==> src/dsp_map.svh <==
// Register offsets, reset values and timing figures of the protection supervisor
`ifndef DSP_MAP_SVH
`define DSP_MAP_SVH

// ==========================================================================
// Register byte offsets
`define DSP_OFS_CTRL 8'h00
`define DSP_OFS_STATUS 8'h04
`define DSP_OFS_MASK 8'h08
`define DSP_OFS_TRIP 8'h0c
`define DSP_OFS_TEXT 8'h40
`define DSP_OFS_SHOWN 8'h80

// ==========================================================================
// Field positions
`define DSP_CTRL_RIDE_BIT 0
`define DSP_CTRL_STALL_BIT 1
`define DSP_CTRL_PLOSS_LSB 2
`define DSP_CTRL_OVC_BIT 4
`define DSP_TRIP_ACTIVE_BIT 4
`define DSP_TRIP_RIDE_BIT 8
`define DSP_TRIP_CLEAR_BIT 31

// ==========================================================================
// Reset values
`define DSP_CTRL_RESET 5'h11
`define DSP_MASK_RESET 8'h00

// ==========================================================================
// Timing figures and clock rate
`define DSP_CLK_KHZ 125000
`define DSP_STALL_TIME_MS 5000
`define DSP_PLOSS_RUN_MS 500
`define DSP_PLOSS_DC_MS 50
`define DSP_PLOSS_FAST_MS 10
`define DSP_BLINK_HALF_MS 250

`endif

==> src/dsp_pkg.sv <==
// Types shared by the protection supervisor
package dsp_pkg;

  // ========================================================================
  // Supervisor state, gray along run -> ride -> trip
  typedef enum logic [1:0] {
    DSP_RUN = 2'b00,
    DSP_RIDE = 2'b01,
    DSP_TRIP = 2'b11
  } dsp_state_t;

  // Trip codes reported to the drive
  typedef enum logic [3:0] {
    DSP_TC_NONE = 4'h0,
    DSP_TC_OVERVOLT = 4'h1,
    DSP_TC_MOTOR_LOST = 4'h2,
    DSP_TC_LOCKED_ROTOR = 4'h3,
    DSP_TC_EXT1 = 4'h4,
    DSP_TC_EXT2 = 4'h5,
    DSP_TC_EXT3 = 4'h6,
    DSP_TC_EXT4 = 4'h7
  } dsp_trip_t;

  // Phase-loss setting and start modes
  typedef enum logic [1:0] {
    DSP_PL_OFF = 2'h0,
    DSP_PL_TRIP = 2'h1,
    DSP_PL_START = 2'h2
  } dsp_ploss_t;

  typedef enum logic [1:0] {
    DSP_SM_NORMAL = 2'h0,
    DSP_SM_DC = 2'h1,
    DSP_SM_FAST = 2'h2
  } dsp_start_t;

  // Software settings
  typedef struct packed {
    logic ovc_en;
    dsp_ploss_t ploss_mode;
    logic stall_en;
    logic ride_en;
  } dsp_ctrl_t;

  // Sticky event bits, also the mask layout
  typedef struct packed {
    logic [3:0] ext;
    logic overvolt;
    logic motor_lost;
    logic stall;
    logic ride_start;
  } dsp_evt_t;

  // Measurement inputs from the drive
  typedef struct packed {
    logic mains_dip;
    logic standstill;
    logic torque_mode;
    logic torque_limit;
    logic speed_very_low;
    logic accelerating;
    logic decelerating;
    logic dc_link_high;
    logic chopper_fault;
    logic phase_missing;
    logic in_start;
    dsp_start_t start_mode;
    logic [3:0] ext_trip;
  } dsp_meas_t;

endpackage : dsp_pkg

==> src/dsp_supervisor.sv <==
// Protection supervisor: ride-through, stall, phase loss, overvoltage, trip texts
`timescale 1ns/100ps
`default_nettype none
`include "dsp_map.svh"

// Behaviour
// - Dip with ride-through on slows motor to hold DC link level.
// - Ride-through setting 0 never slows motor on a dip.
// - Ride-through setting 1, default, ramps down until voltage returns.
// - Trip/limit LED blinks during ride-through.
// - Torque mode disables ride-through and overvoltage control.
// - Torque limit at low speed accelerating over 5 s: coast and fault.
// - Stall setting 0 off by default, 1 trips as locked rotor.
// - Phase loss held 500 ms in normal running trips and coasts.
// - Phase-loss time is 50 ms in DC start, 10 ms in fast start.
// - Phase-loss setting 0, the default, detects nothing.
// - Phase-loss setting 1 trips on lost motor, reporting motor lost.
// - Phase-loss setting 2 tests only during the start routine.
// - Overvoltage control limits deceleration while stopping.
// - Defective brake chopper or resistor trips as overvoltage.
// - Overvoltage control setting 0 off, 1 on, on by default.
// - Four editable 16-character trip texts, defaults Ext Trip 1 to 4.
module dsp_supervisor #(
  parameter int unsigned STALL_CYC = `DSP_STALL_TIME_MS * `DSP_CLK_KHZ,
  parameter int unsigned PLOSS_RUN_CYC = `DSP_PLOSS_RUN_MS * `DSP_CLK_KHZ,
  parameter int unsigned PLOSS_DC_CYC = `DSP_PLOSS_DC_MS * `DSP_CLK_KHZ,
  parameter int unsigned PLOSS_FAST_CYC = `DSP_PLOSS_FAST_MS * `DSP_CLK_KHZ,
  parameter int unsigned BLINK_CYC = `DSP_BLINK_HALF_MS * `DSP_CLK_KHZ
) (
  input wire logic clk, // 125 MHz system clock
  input wire logic rst, // Asynchronous reset, active high
  input wire logic [7:0] avs_address, // Byte address
  input wire logic avs_read, // Read request
  input wire logic avs_write, // Write request
  input wire logic [3:0] avs_byteenable, // Write byte lanes
  input wire logic [31:0] avs_writedata, // Write data
  output logic [31:0] avs_readdata, // Read data
  output logic avs_waitrequest, // Stall until answer is ready
  input wire dsp_pkg::dsp_meas_t meas, // Drive measurement state
  output logic speed_ramp_down, // Reduce speed to hold DC link
  output logic decel_limit, // Hold back deceleration rate
  output logic coast_stop, // Remove drive, motor coasts
  output logic [3:0] trip_code, // Latched trip code
  output logic led_trip_limit, // Trip/limit indicator
  output logic irq // Level interrupt
);

  // ========================================================================
  // Constant text defaults: "Ext Trip N" then spaces
  localparam logic [71:0] TEXT_STEM = 72'h45_78_74_20_54_72_69_70_20;
  localparam logic [7:0] ASCII_ONE = 8'h31;
  localparam logic [7:0] ASCII_SPACE = 8'h20;

  // ========================================================================
  // State
  dsp_pkg::dsp_state_t state;
  dsp_pkg::dsp_state_t next_state;
  dsp_pkg::dsp_trip_t trip;
  dsp_pkg::dsp_trip_t next_trip;
  dsp_pkg::dsp_ctrl_t ctrl;
  dsp_pkg::dsp_ctrl_t next_ctrl;
  dsp_pkg::dsp_evt_t status;
  dsp_pkg::dsp_evt_t next_status;
  dsp_pkg::dsp_evt_t mask;
  dsp_pkg::dsp_evt_t next_mask;
  logic [31:0] stall_cnt;
  logic [31:0] next_stall_cnt;
  logic [31:0] ploss_cnt;
  logic [31:0] next_ploss_cnt;
  logic [31:0] blink_cnt;
  logic [31:0] next_blink_cnt;
  logic blink;
  logic next_blink;
  logic ack;
  logic next_ack;
  logic [31:0] rdata;
  logic [31:0] next_rdata;
  logic [7:0] text [0:63];
  logic [7:0] next_text [0:63];

  // Decode and detection terms
  logic access;
  logic wr_go;
  logic rd_go;
  logic ride_allowed;
  logic stall_cond;
  logic ploss_cond;
  logic [31:0] ploss_limit;
  logic stall_expired;
  logic ploss_expired;
  logic trip_clear;
  dsp_pkg::dsp_evt_t events;
  dsp_pkg::dsp_trip_t new_trip;
  logic [3:0] shown_idx;
  logic [5:0] word_sel;

  // ========================================================================
  // Avalon slave handshake: every access answers at the second edge
  always_comb begin
    access = avs_read | avs_write;
    next_ack = access & ~ack;
    avs_waitrequest = access & ~ack;
    wr_go = avs_write & ack;
    rd_go = avs_read & ~ack;
    word_sel = avs_address[7:2];
    trip_clear = wr_go && (avs_address == `DSP_OFS_TRIP) && avs_byteenable[3]
                 && avs_writedata[`DSP_TRIP_CLEAR_BIT];
  end

  // ========================================================================
  // Detection conditions
  always_comb begin
    // Torque mode blocks ride-through
    ride_allowed = ctrl.ride_en & ~meas.torque_mode;
    stall_cond = ctrl.stall_en & meas.torque_limit & meas.speed_very_low
                 & meas.accelerating;
    case (ctrl.ploss_mode)
      dsp_pkg::DSP_PL_TRIP: ploss_cond = meas.phase_missing;
      dsp_pkg::DSP_PL_START: ploss_cond = meas.phase_missing & meas.in_start;
      default: ploss_cond = 1'b0;
    endcase
    // Start mode sets the window only while starting
    if (meas.in_start && meas.start_mode == dsp_pkg::DSP_SM_DC) begin
      ploss_limit = PLOSS_DC_CYC;
    end else if (meas.in_start && meas.start_mode == dsp_pkg::DSP_SM_FAST) begin
      ploss_limit = PLOSS_FAST_CYC;
    end else begin
      ploss_limit = PLOSS_RUN_CYC;
    end
    stall_expired = stall_cond && (stall_cnt >= STALL_CYC - 1);
    ploss_expired = ploss_cond && (ploss_cnt >= ploss_limit - 1);
  end

  // ========================================================================
  // Detection timers, cleared whenever the condition drops out
  always_comb begin
    next_stall_cnt = 32'h0000_0000;
    next_ploss_cnt = 32'h0000_0000;
    if (stall_cond && state != dsp_pkg::DSP_TRIP) begin
      next_stall_cnt = stall_cnt + 32'h0000_0001;
    end
    if (ploss_cond && state != dsp_pkg::DSP_TRIP) begin
      next_ploss_cnt = ploss_cnt + 32'h0000_0001;
    end
  end

  // ========================================================================
  // Trip arbitration; overvoltage first because a falling load is worst
  always_comb begin
    new_trip = dsp_pkg::DSP_TC_NONE;
    if (meas.chopper_fault) begin
      new_trip = dsp_pkg::DSP_TC_OVERVOLT;
    end else if (ploss_expired) begin
      new_trip = dsp_pkg::DSP_TC_MOTOR_LOST;
    end else if (stall_expired) begin
      new_trip = dsp_pkg::DSP_TC_LOCKED_ROTOR;
    end else if (meas.ext_trip[0]) begin
      new_trip = dsp_pkg::DSP_TC_EXT1;
    end else if (meas.ext_trip[1]) begin
      new_trip = dsp_pkg::DSP_TC_EXT2;
    end else if (meas.ext_trip[2]) begin
      new_trip = dsp_pkg::DSP_TC_EXT3;
    end else if (meas.ext_trip[3]) begin
      new_trip = dsp_pkg::DSP_TC_EXT4;
    end
  end

  // ========================================================================
  // Supervisor state machine
  always_comb begin
    next_state = state;
    next_trip = trip;
    case (state)
      dsp_pkg::DSP_RUN: begin
        if (new_trip != dsp_pkg::DSP_TC_NONE) begin
          next_state = dsp_pkg::DSP_TRIP;
          next_trip = new_trip;
        end else if (ride_allowed && meas.mains_dip && !meas.standstill) begin
          next_state = dsp_pkg::DSP_RIDE;
        end
      end
      dsp_pkg::DSP_RIDE: begin
        if (new_trip != dsp_pkg::DSP_TC_NONE) begin
          next_state = dsp_pkg::DSP_TRIP;
          next_trip = new_trip;
        end else if (!ride_allowed || !meas.mains_dip || meas.standstill) begin
          next_state = dsp_pkg::DSP_RUN;
        end
      end
      dsp_pkg::DSP_TRIP: begin
        // Trip holds until software clears it
        if (trip_clear) begin
          next_state = dsp_pkg::DSP_RUN;
          next_trip = dsp_pkg::DSP_TC_NONE;
        end
      end
      default: begin
        next_state = dsp_pkg::DSP_RUN;
        next_trip = dsp_pkg::DSP_TC_NONE;
      end
    endcase
  end

  // ========================================================================
  // Blink divider, free running only during ride-through
  always_comb begin
    next_blink_cnt = 32'h0000_0000;
    next_blink = 1'b1;
    if (state == dsp_pkg::DSP_RIDE) begin
      next_blink = blink;
      next_blink_cnt = blink_cnt + 32'h0000_0001;
      if (blink_cnt >= BLINK_CYC - 1) begin
        next_blink_cnt = 32'h0000_0000;
        next_blink = ~blink;
      end
    end
  end

  // ========================================================================
  // Events, sticky status with write-one-clear; a set beats a clear
  always_comb begin
    events = '0;
    events.ride_start = (state == dsp_pkg::DSP_RUN) && (next_state == dsp_pkg::DSP_RIDE);
    if (state != dsp_pkg::DSP_TRIP && next_state == dsp_pkg::DSP_TRIP) begin
      events.overvolt = (next_trip == dsp_pkg::DSP_TC_OVERVOLT);
      events.motor_lost = (next_trip == dsp_pkg::DSP_TC_MOTOR_LOST);
      events.stall = (next_trip == dsp_pkg::DSP_TC_LOCKED_ROTOR);
      events.ext[0] = (next_trip == dsp_pkg::DSP_TC_EXT1);
      events.ext[1] = (next_trip == dsp_pkg::DSP_TC_EXT2);
      events.ext[2] = (next_trip == dsp_pkg::DSP_TC_EXT3);
      events.ext[3] = (next_trip == dsp_pkg::DSP_TC_EXT4);
    end
    next_status = status;
    next_mask = mask;
    next_ctrl = ctrl;
    if (wr_go && avs_byteenable[0]) begin
      if (avs_address == `DSP_OFS_STATUS) begin
        next_status = status & ~dsp_pkg::dsp_evt_t'(avs_writedata[7:0]);
      end
      if (avs_address == `DSP_OFS_MASK) begin
        next_mask = dsp_pkg::dsp_evt_t'(avs_writedata[7:0]);
      end
      if (avs_address == `DSP_OFS_CTRL) begin
        next_ctrl = dsp_pkg::dsp_ctrl_t'(avs_writedata[4:0]);
      end
    end
    next_status = next_status | events;
  end

  // ========================================================================
  // Trip text store: 4 texts of 16 characters, 4 characters per word
  always_comb begin
    for (int i = 0; i < 64; i++) begin
      next_text[i] = text[i];
    end
    if (wr_go && avs_address[7:6] == 2'b01) begin
      for (int b = 0; b < 4; b++) begin
        if (avs_byteenable[b]) begin
          next_text[{word_sel[3:0], b[1:0]}] = avs_writedata[b*8 +: 8];
        end
      end
    end
  end

  // ========================================================================
  // Read mux; unmapped addresses read as zero
  always_comb begin
    next_rdata = rdata;
    shown_idx = 4'h0;
    if (trip >= dsp_pkg::DSP_TC_EXT1) begin
      shown_idx = {trip[1:0] - 2'b00, 2'b00}; // External trip text base word
    end
    if (rd_go) begin
      next_rdata = 32'h0000_0000;
      if (avs_address == `DSP_OFS_CTRL) begin
        next_rdata[4:0] = ctrl;
      end else if (avs_address == `DSP_OFS_STATUS) begin
        next_rdata[7:0] = status;
      end else if (avs_address == `DSP_OFS_MASK) begin
        next_rdata[7:0] = mask;
      end else if (avs_address == `DSP_OFS_TRIP) begin
        next_rdata[3:0] = trip;
        next_rdata[`DSP_TRIP_ACTIVE_BIT] = (state == dsp_pkg::DSP_TRIP);
        next_rdata[`DSP_TRIP_RIDE_BIT] = (state == dsp_pkg::DSP_RIDE);
      end else if (avs_address[7:6] == 2'b01) begin
        next_rdata = {text[{word_sel[3:0], 2'd3}], text[{word_sel[3:0], 2'd2}],
                      text[{word_sel[3:0], 2'd1}], text[{word_sel[3:0], 2'd0}]};
      end else if (avs_address[7:4] == 4'h8 && trip >= dsp_pkg::DSP_TC_EXT1) begin
        // Text of the external trip that is latched now
        next_rdata = {text[{shown_idx + {2'b00, word_sel[1:0]}, 2'd3}],
                      text[{shown_idx + {2'b00, word_sel[1:0]}, 2'd2}],
                      text[{shown_idx + {2'b00, word_sel[1:0]}, 2'd1}],
                      text[{shown_idx + {2'b00, word_sel[1:0]}, 2'd0}]};
      end
    end
  end

  // ========================================================================
  // Registers
  always_ff @(posedge clk or posedge rst) begin
    if (rst) begin
      state <= dsp_pkg::DSP_RUN;
      trip <= dsp_pkg::DSP_TC_NONE;
      ctrl <= dsp_pkg::dsp_ctrl_t'(`DSP_CTRL_RESET);
      status <= '0;
      mask <= dsp_pkg::dsp_evt_t'(`DSP_MASK_RESET);
      stall_cnt <= 32'h0000_0000;
      ploss_cnt <= 32'h0000_0000;
      blink_cnt <= 32'h0000_0000;
      blink <= 1'b1;
      ack <= 1'b0;
      rdata <= 32'h0000_0000;
    end else begin
      state <= next_state;
      trip <= next_trip;
      ctrl <= next_ctrl;
      status <= next_status;
      mask <= next_mask;
      stall_cnt <= next_stall_cnt;
      ploss_cnt <= next_ploss_cnt;
      blink_cnt <= next_blink_cnt;
      blink <= next_blink;
      ack <= next_ack;
      rdata <= next_rdata;
    end
  end

  // Text store with "Ext Trip N" defaults, rest space filled
  always_ff @(posedge clk or posedge rst) begin
    if (rst) begin
      for (int t = 0; t < 4; t++) begin
        for (int c = 0; c < 16; c++) begin
          if (c < 9) begin
            text[t*16 + c] <= TEXT_STEM[(8 - c)*8 +: 8];
          end else if (c == 9) begin
            text[t*16 + c] <= ASCII_ONE + 8'(t);
          end else begin
            text[t*16 + c] <= ASCII_SPACE;
          end
        end
      end
    end else begin
      for (int i = 0; i < 64; i++) begin
        text[i] <= next_text[i];
      end
    end
  end

  // ========================================================================
  // Outputs to the drive
  always_comb begin
    avs_readdata = rdata;
    // Speed is pulled down only in the ride state, never with setting 0
    speed_ramp_down = (state == dsp_pkg::DSP_RIDE);
    decel_limit = ctrl.ovc_en & ~meas.torque_mode & meas.decelerating
                  & meas.dc_link_high & (state != dsp_pkg::DSP_TRIP);
    coast_stop = (state == dsp_pkg::DSP_TRIP);
    trip_code = trip;
    // Steady for trip or limit, blinking in ride
    if (state == dsp_pkg::DSP_RIDE) begin
      led_trip_limit = blink;
    end else begin
      led_trip_limit = (state == dsp_pkg::DSP_TRIP) | meas.torque_limit;
    end
    irq = |(status & mask);
  end

endmodule : dsp_supervisor
`default_nettype wire

==> config.mk <==
export PLATFORM = sky130hd
export DESIGN_NAME = dsp_supervisor
export DESIGN_NICKNAME = d
export VERILOG_FILES = /design/src/dsp_pkg.sv /design/src/dsp_supervisor.sv
export VERILOG_INCLUDE_DIRS = /design/src
export SDC_FILE = /design/constraint.sdc
export NUM_CORES = 2
export LEC_CHECK = 0
export ABC_AREA = 1
export BUFFER_PORTS_ARGS = -buffer_cell sky130_fd_sc_hd__buf_2
export CORE_MARGIN = 2
export CORE_UTILIZATION = 45
export CTS_CLUSTER_DIAMETER = 80
export DETAILED_ROUTE_END_ITERATION = 7
export PLACE_DENSITY = 0.64
export SLEW_MARGIN = 40
export SYNTH_ARGS = -nofsm -noshare
export SYNTH_HDL_FRONTEND = slang
export SYNTH_SLANG_ARGS = --single-unit
export TNS_END_PERCENT = 20
==> constraint.sdc <==
create_clock -name clk -period 18.8 [get_ports clk]
set_input_delay 1.88 -clock clk [delete_from_list [all_inputs] [get_ports clk]]
set_output_delay 1.88 -clock clk [all_outputs]
set_load 0.05 [all_outputs]
==> flow_summary.json <==
{
  "row_count": 97,
  "drv_cap": 0,
  "dp_cells": 4747,
  "max_stage_delay_ps": 640,
  "grt_remaining_overflow": 0,
  "fin_skew_ps": 23.6,
  "wl_per_cell_um": 19.0,
  "synth-edff-count": 0,
  "fin_crit_ps": 4740,
  "comb_power_share_pct": 12.0,
  "dieArea_mm2": 0.0727,
  "drv_slew": 0,
  "avgSynthCellArea_um2": 8.21,
  "grt-busiest-layer": "met2",
  "seqCellArea_mm2": 0.0169,
  "crit_chain": "buf_2, inv_1, nor2_4, buf_4, buf_4, inv_1, nor3_2, nor2_1, nand3_2, a21oi_1, o21ai_0, nand2_1",
  "clk_latency_ps": 640,
  "period_share_pct": 25.2,
  "cp_max_fo": 44,
  "grtUsageMet2_pct": 38.6,
  "hold_path.class": "reg2reg",
  "fillerInstances": 6761,
  "routed_wl_um": 92800,
  "drtIter0Drc": 2939,
  "cp_top_family": "buffers and inverters",
  "dr.pass1.iters": 6,
  "power_density_mw_per_mm2": 97.9,
  "peakVddDrop_v": 0.0000643,
  "vias": 27200,
  "multi_input_area_mm2": 0.0133,
  "crit_slowest_cell": "nand3_2",
  "yosysUniqueCellTypes": 58,
  "layout.cells.non_filler": 4887,
  "gp_congestion": 0.881,
  "status": "finished clean",
  "grt_use_met3_pct": 4.69,
  "power_frac_seq_pct": 45.2,
  "yosysSeqAreaShare_pct": 53.3,
  "cts_max_level": 3,
  "clock_sinks": 669,
  "grt_use_total_pct": 25.5,
  "grt_pass1_wl_um": 148000,
  "clockPowerShare_pct": 42.8,
  "crit_buf_inv": 5,
  "cts_buffer_depth": 3,
  "fmax_mhz": 211,
  "initial_core_util_pct": 45.4,
  "worst_slew_pin_slew_ps": 917,
  "synth-main-ff-cell": "dfrtp_1",
  "yosysWarnings": 0,
  "cts_tree": "built",
  "insertedDiodeCount": 0,
  "synthCells": 3868,
  "path_class": "in2reg",
  "first_global_vias": 25600,
  "setup_violations": 0,
  "areaGrowthSynthToFinish_pct": 11.8,
  "cellLeakagePower_nw": 15.7,
  "cts_root_buf": "clkbuf_16",
  "ys_ff_latch": 669,
  "ant_nets": 0,
  "hold_violations": 0,
  "setup_tns_ps": 0,
  "netlist_area_mm2": 0.0318,
  "drive_above_1_share_pct": 12.0,
  "synth_top_area_cell": "dfrtp_1",
  "swShare_pct": 28.3,
  "nets": 3975,
  "p_switching_uw": 984,
  "synth_top_area_share_pct": 41.1,
  "avgViaCountPerCell": 5.57,
  "end_kind": "register",
  "antenna_found_initial": 2,
  "fp.dieW_um": 270,
  "hpwl_um": 57700,
  "placeableCoreArea_mm2": 0.0699,
  "rsz0062_at_grt": "false",
  "intPower_mw": 2.49,
  "port_buffers": 106,
  "cts_hold_buf": 0,
  "met1_usage_pct": 37.2,
  "ios": 107,
  "yosys-top-cells-area": "dfrtp_1, nand2_1, dfstp_2",
  "cts_buffers": 76,
  "clk_pin_slew_ps": 60,
  "yosysMostFrequentCell": "nand2_1",
  "worst_ep_arrival_time_ps": 5220,
  "slew_headroom_pct": 38.8,
  "grt_max_degree": 130,
  "drcViolationCount": 0,
  "post_cts_buffers": 0,
  "start_kind": "primary input",
  "worst_ep_required_time_ps": 19280,
  "dieHeight_um": 270,
  "ys_async_sr_fraction_pct": 100,
  "synth_common_cells": "nand2_1, o21ai_0, dfrtp_1",
  "postCtsResizedCells": 0
}
-- routing by layer --
metal,wire (µm),vias to the layer above,part of all wire (%)
li1,-,12900,-
met2,40700,1030,44
met1,41900,13100,45
met3,7580,164,8.2
met4,2520,4,2.7
met5,18,-,0.019
-- sequential cells by signal, indices dropped and copies added (netlist names) --
name / flops
blink: 1
ctrl: 5
ack: 1
trip_code: 4
state: 2
blink_cnt: 32
ploss_cnt: 32
status: 8
stall_cnt: 32
avs_readdata: 32
text: 512
mask: 8
-- power groups by stage --
stage / sequential (mW) / clock, mW / combinational (mW)
floorplan: 1.62 / 0 / 0.243
global placement: 1.59 / 0 / 0.404
detailed placement: 1.59 / 0 / 0.412
CTS: 1.57 / 1.51 / 0.413
global route: 1.58 / 1.57 / 0.458
finish: 1.57 / 1.49 / 0.416
-- layout by cell type (no fill, tap or decap), types with 10 or more instances in the layout --
cell	count
a21oi_1	105
a221oi_1	106
a22o_1	11
a22oi_1	27
buf_2	106
buf_4	22
clkbuf_1	26
clkbuf_16	76
clkbuf_8	10
clkinv_2	11
dfrtp_1	521
dfstp_2	148
ha_1	25
inv_1	178
inv_2	10
nand2_1	1364
nand3_1	58
nand4_1	59
nor2_1	213
nor2_2	16
nor2_4	14
nor3_1	53
nor4_1	10
o21ai_0	623
o21ai_1	12
o31ai_1	10
xor2_1	12
-- final timing paths --
| kind | to | slack (ps) | cells past startpoint | startpoint |
|---|---|---|---|---|
| hold / removal | ploss_cnt[0]$_DFF_PP0_ | 460 | 1 | ploss_cnt[0]$_DFF_PP0_ |
| min in group asynchronous | stall_cnt[4]$_DFF_PP0_ | 1250 | 2 | rst |
| hold reg to reg | ploss_cnt[0]$_DFF_PP0_ | 460 | 1 | ploss_cnt[0]$_DFF_PP0_ |
| setup / recovery | avs_readdata[31]$_DFFE_PP0P_ | 14060 | 12 | avs_address[3] |
| max in group asynchronous | text[227]$_DFFE_PP0P_ | 14180 | 7 | rst |
| setup reg to reg | avs_readdata[31]$_DFFE_PP0P_ | 15260 | 11 | trip_code[0]$_DFF_PP0_ |
-- stage by stage --
| step | hold WS, ps | total power [mW] | instance area (µm²) | util [%] | setup slack (ps) |
|---|---|---|---|---|---|
| 2_1_floorplan | 425 | 1.86 | 31800 | - | 7890 |
| 3_3_place_gp | 451 | 2.00 | 32900 | 47.1 | 12120 |
| 3_5_place_dp | 454 | 2.00 | 33000 | 47.2 | 12900 |
| 4_1_cts | 466 | 3.49 | 35500 | 50.7 | 13560 |
| 5_1_grt | 487 | 3.61 | 35500 | 50.8 | 13620 |
| 6_report | 459 | 3.48 | 35500 | 50.8 | 14060 |
-- logic make-up (layout without fill, tap and decap cells) --
family / count (synthesis) / after routing / share of synthesized area (%)
AOI/OAI and AO/OA: 927 / 927 / 16.6
xor gates and xnor gates: 17 / 17 / 0.469
adders and majority gates: 25 / 25 / 0.985
buffers and inverters: 402 / 474 / 5.13
DFF: 669 / 669 / 53.3
other: 2 / 9 / 0.0237
and+or+nand+nor: 1826 / 1826 / 23.5
-- layout make-up --
type / count / share of cell area [%]
clock buffers: 112 / 6.02
clock inverters: 28 / 1.03
inverters: 195 / 2.09
multi-input cells: 2804 / 37.4
flip-flops and latches: 669 / 47.7
well taps: 940 / 3.31
repair buffers: 139 / 2.45
-- worst reg2reg max path: stages, from the launching register on --
cell	delay, ps
dfrtp_1	350
buf_4	280
inv_1	260
nor2_4	50
buf_4	330
inv_2	610
buf_4	510
nand2_1	110
a21oi_1	180
nor3_1	70
o21ai_0	580
nand2_1	100
No activity file was read; power rests on OpenSTA's default activity.
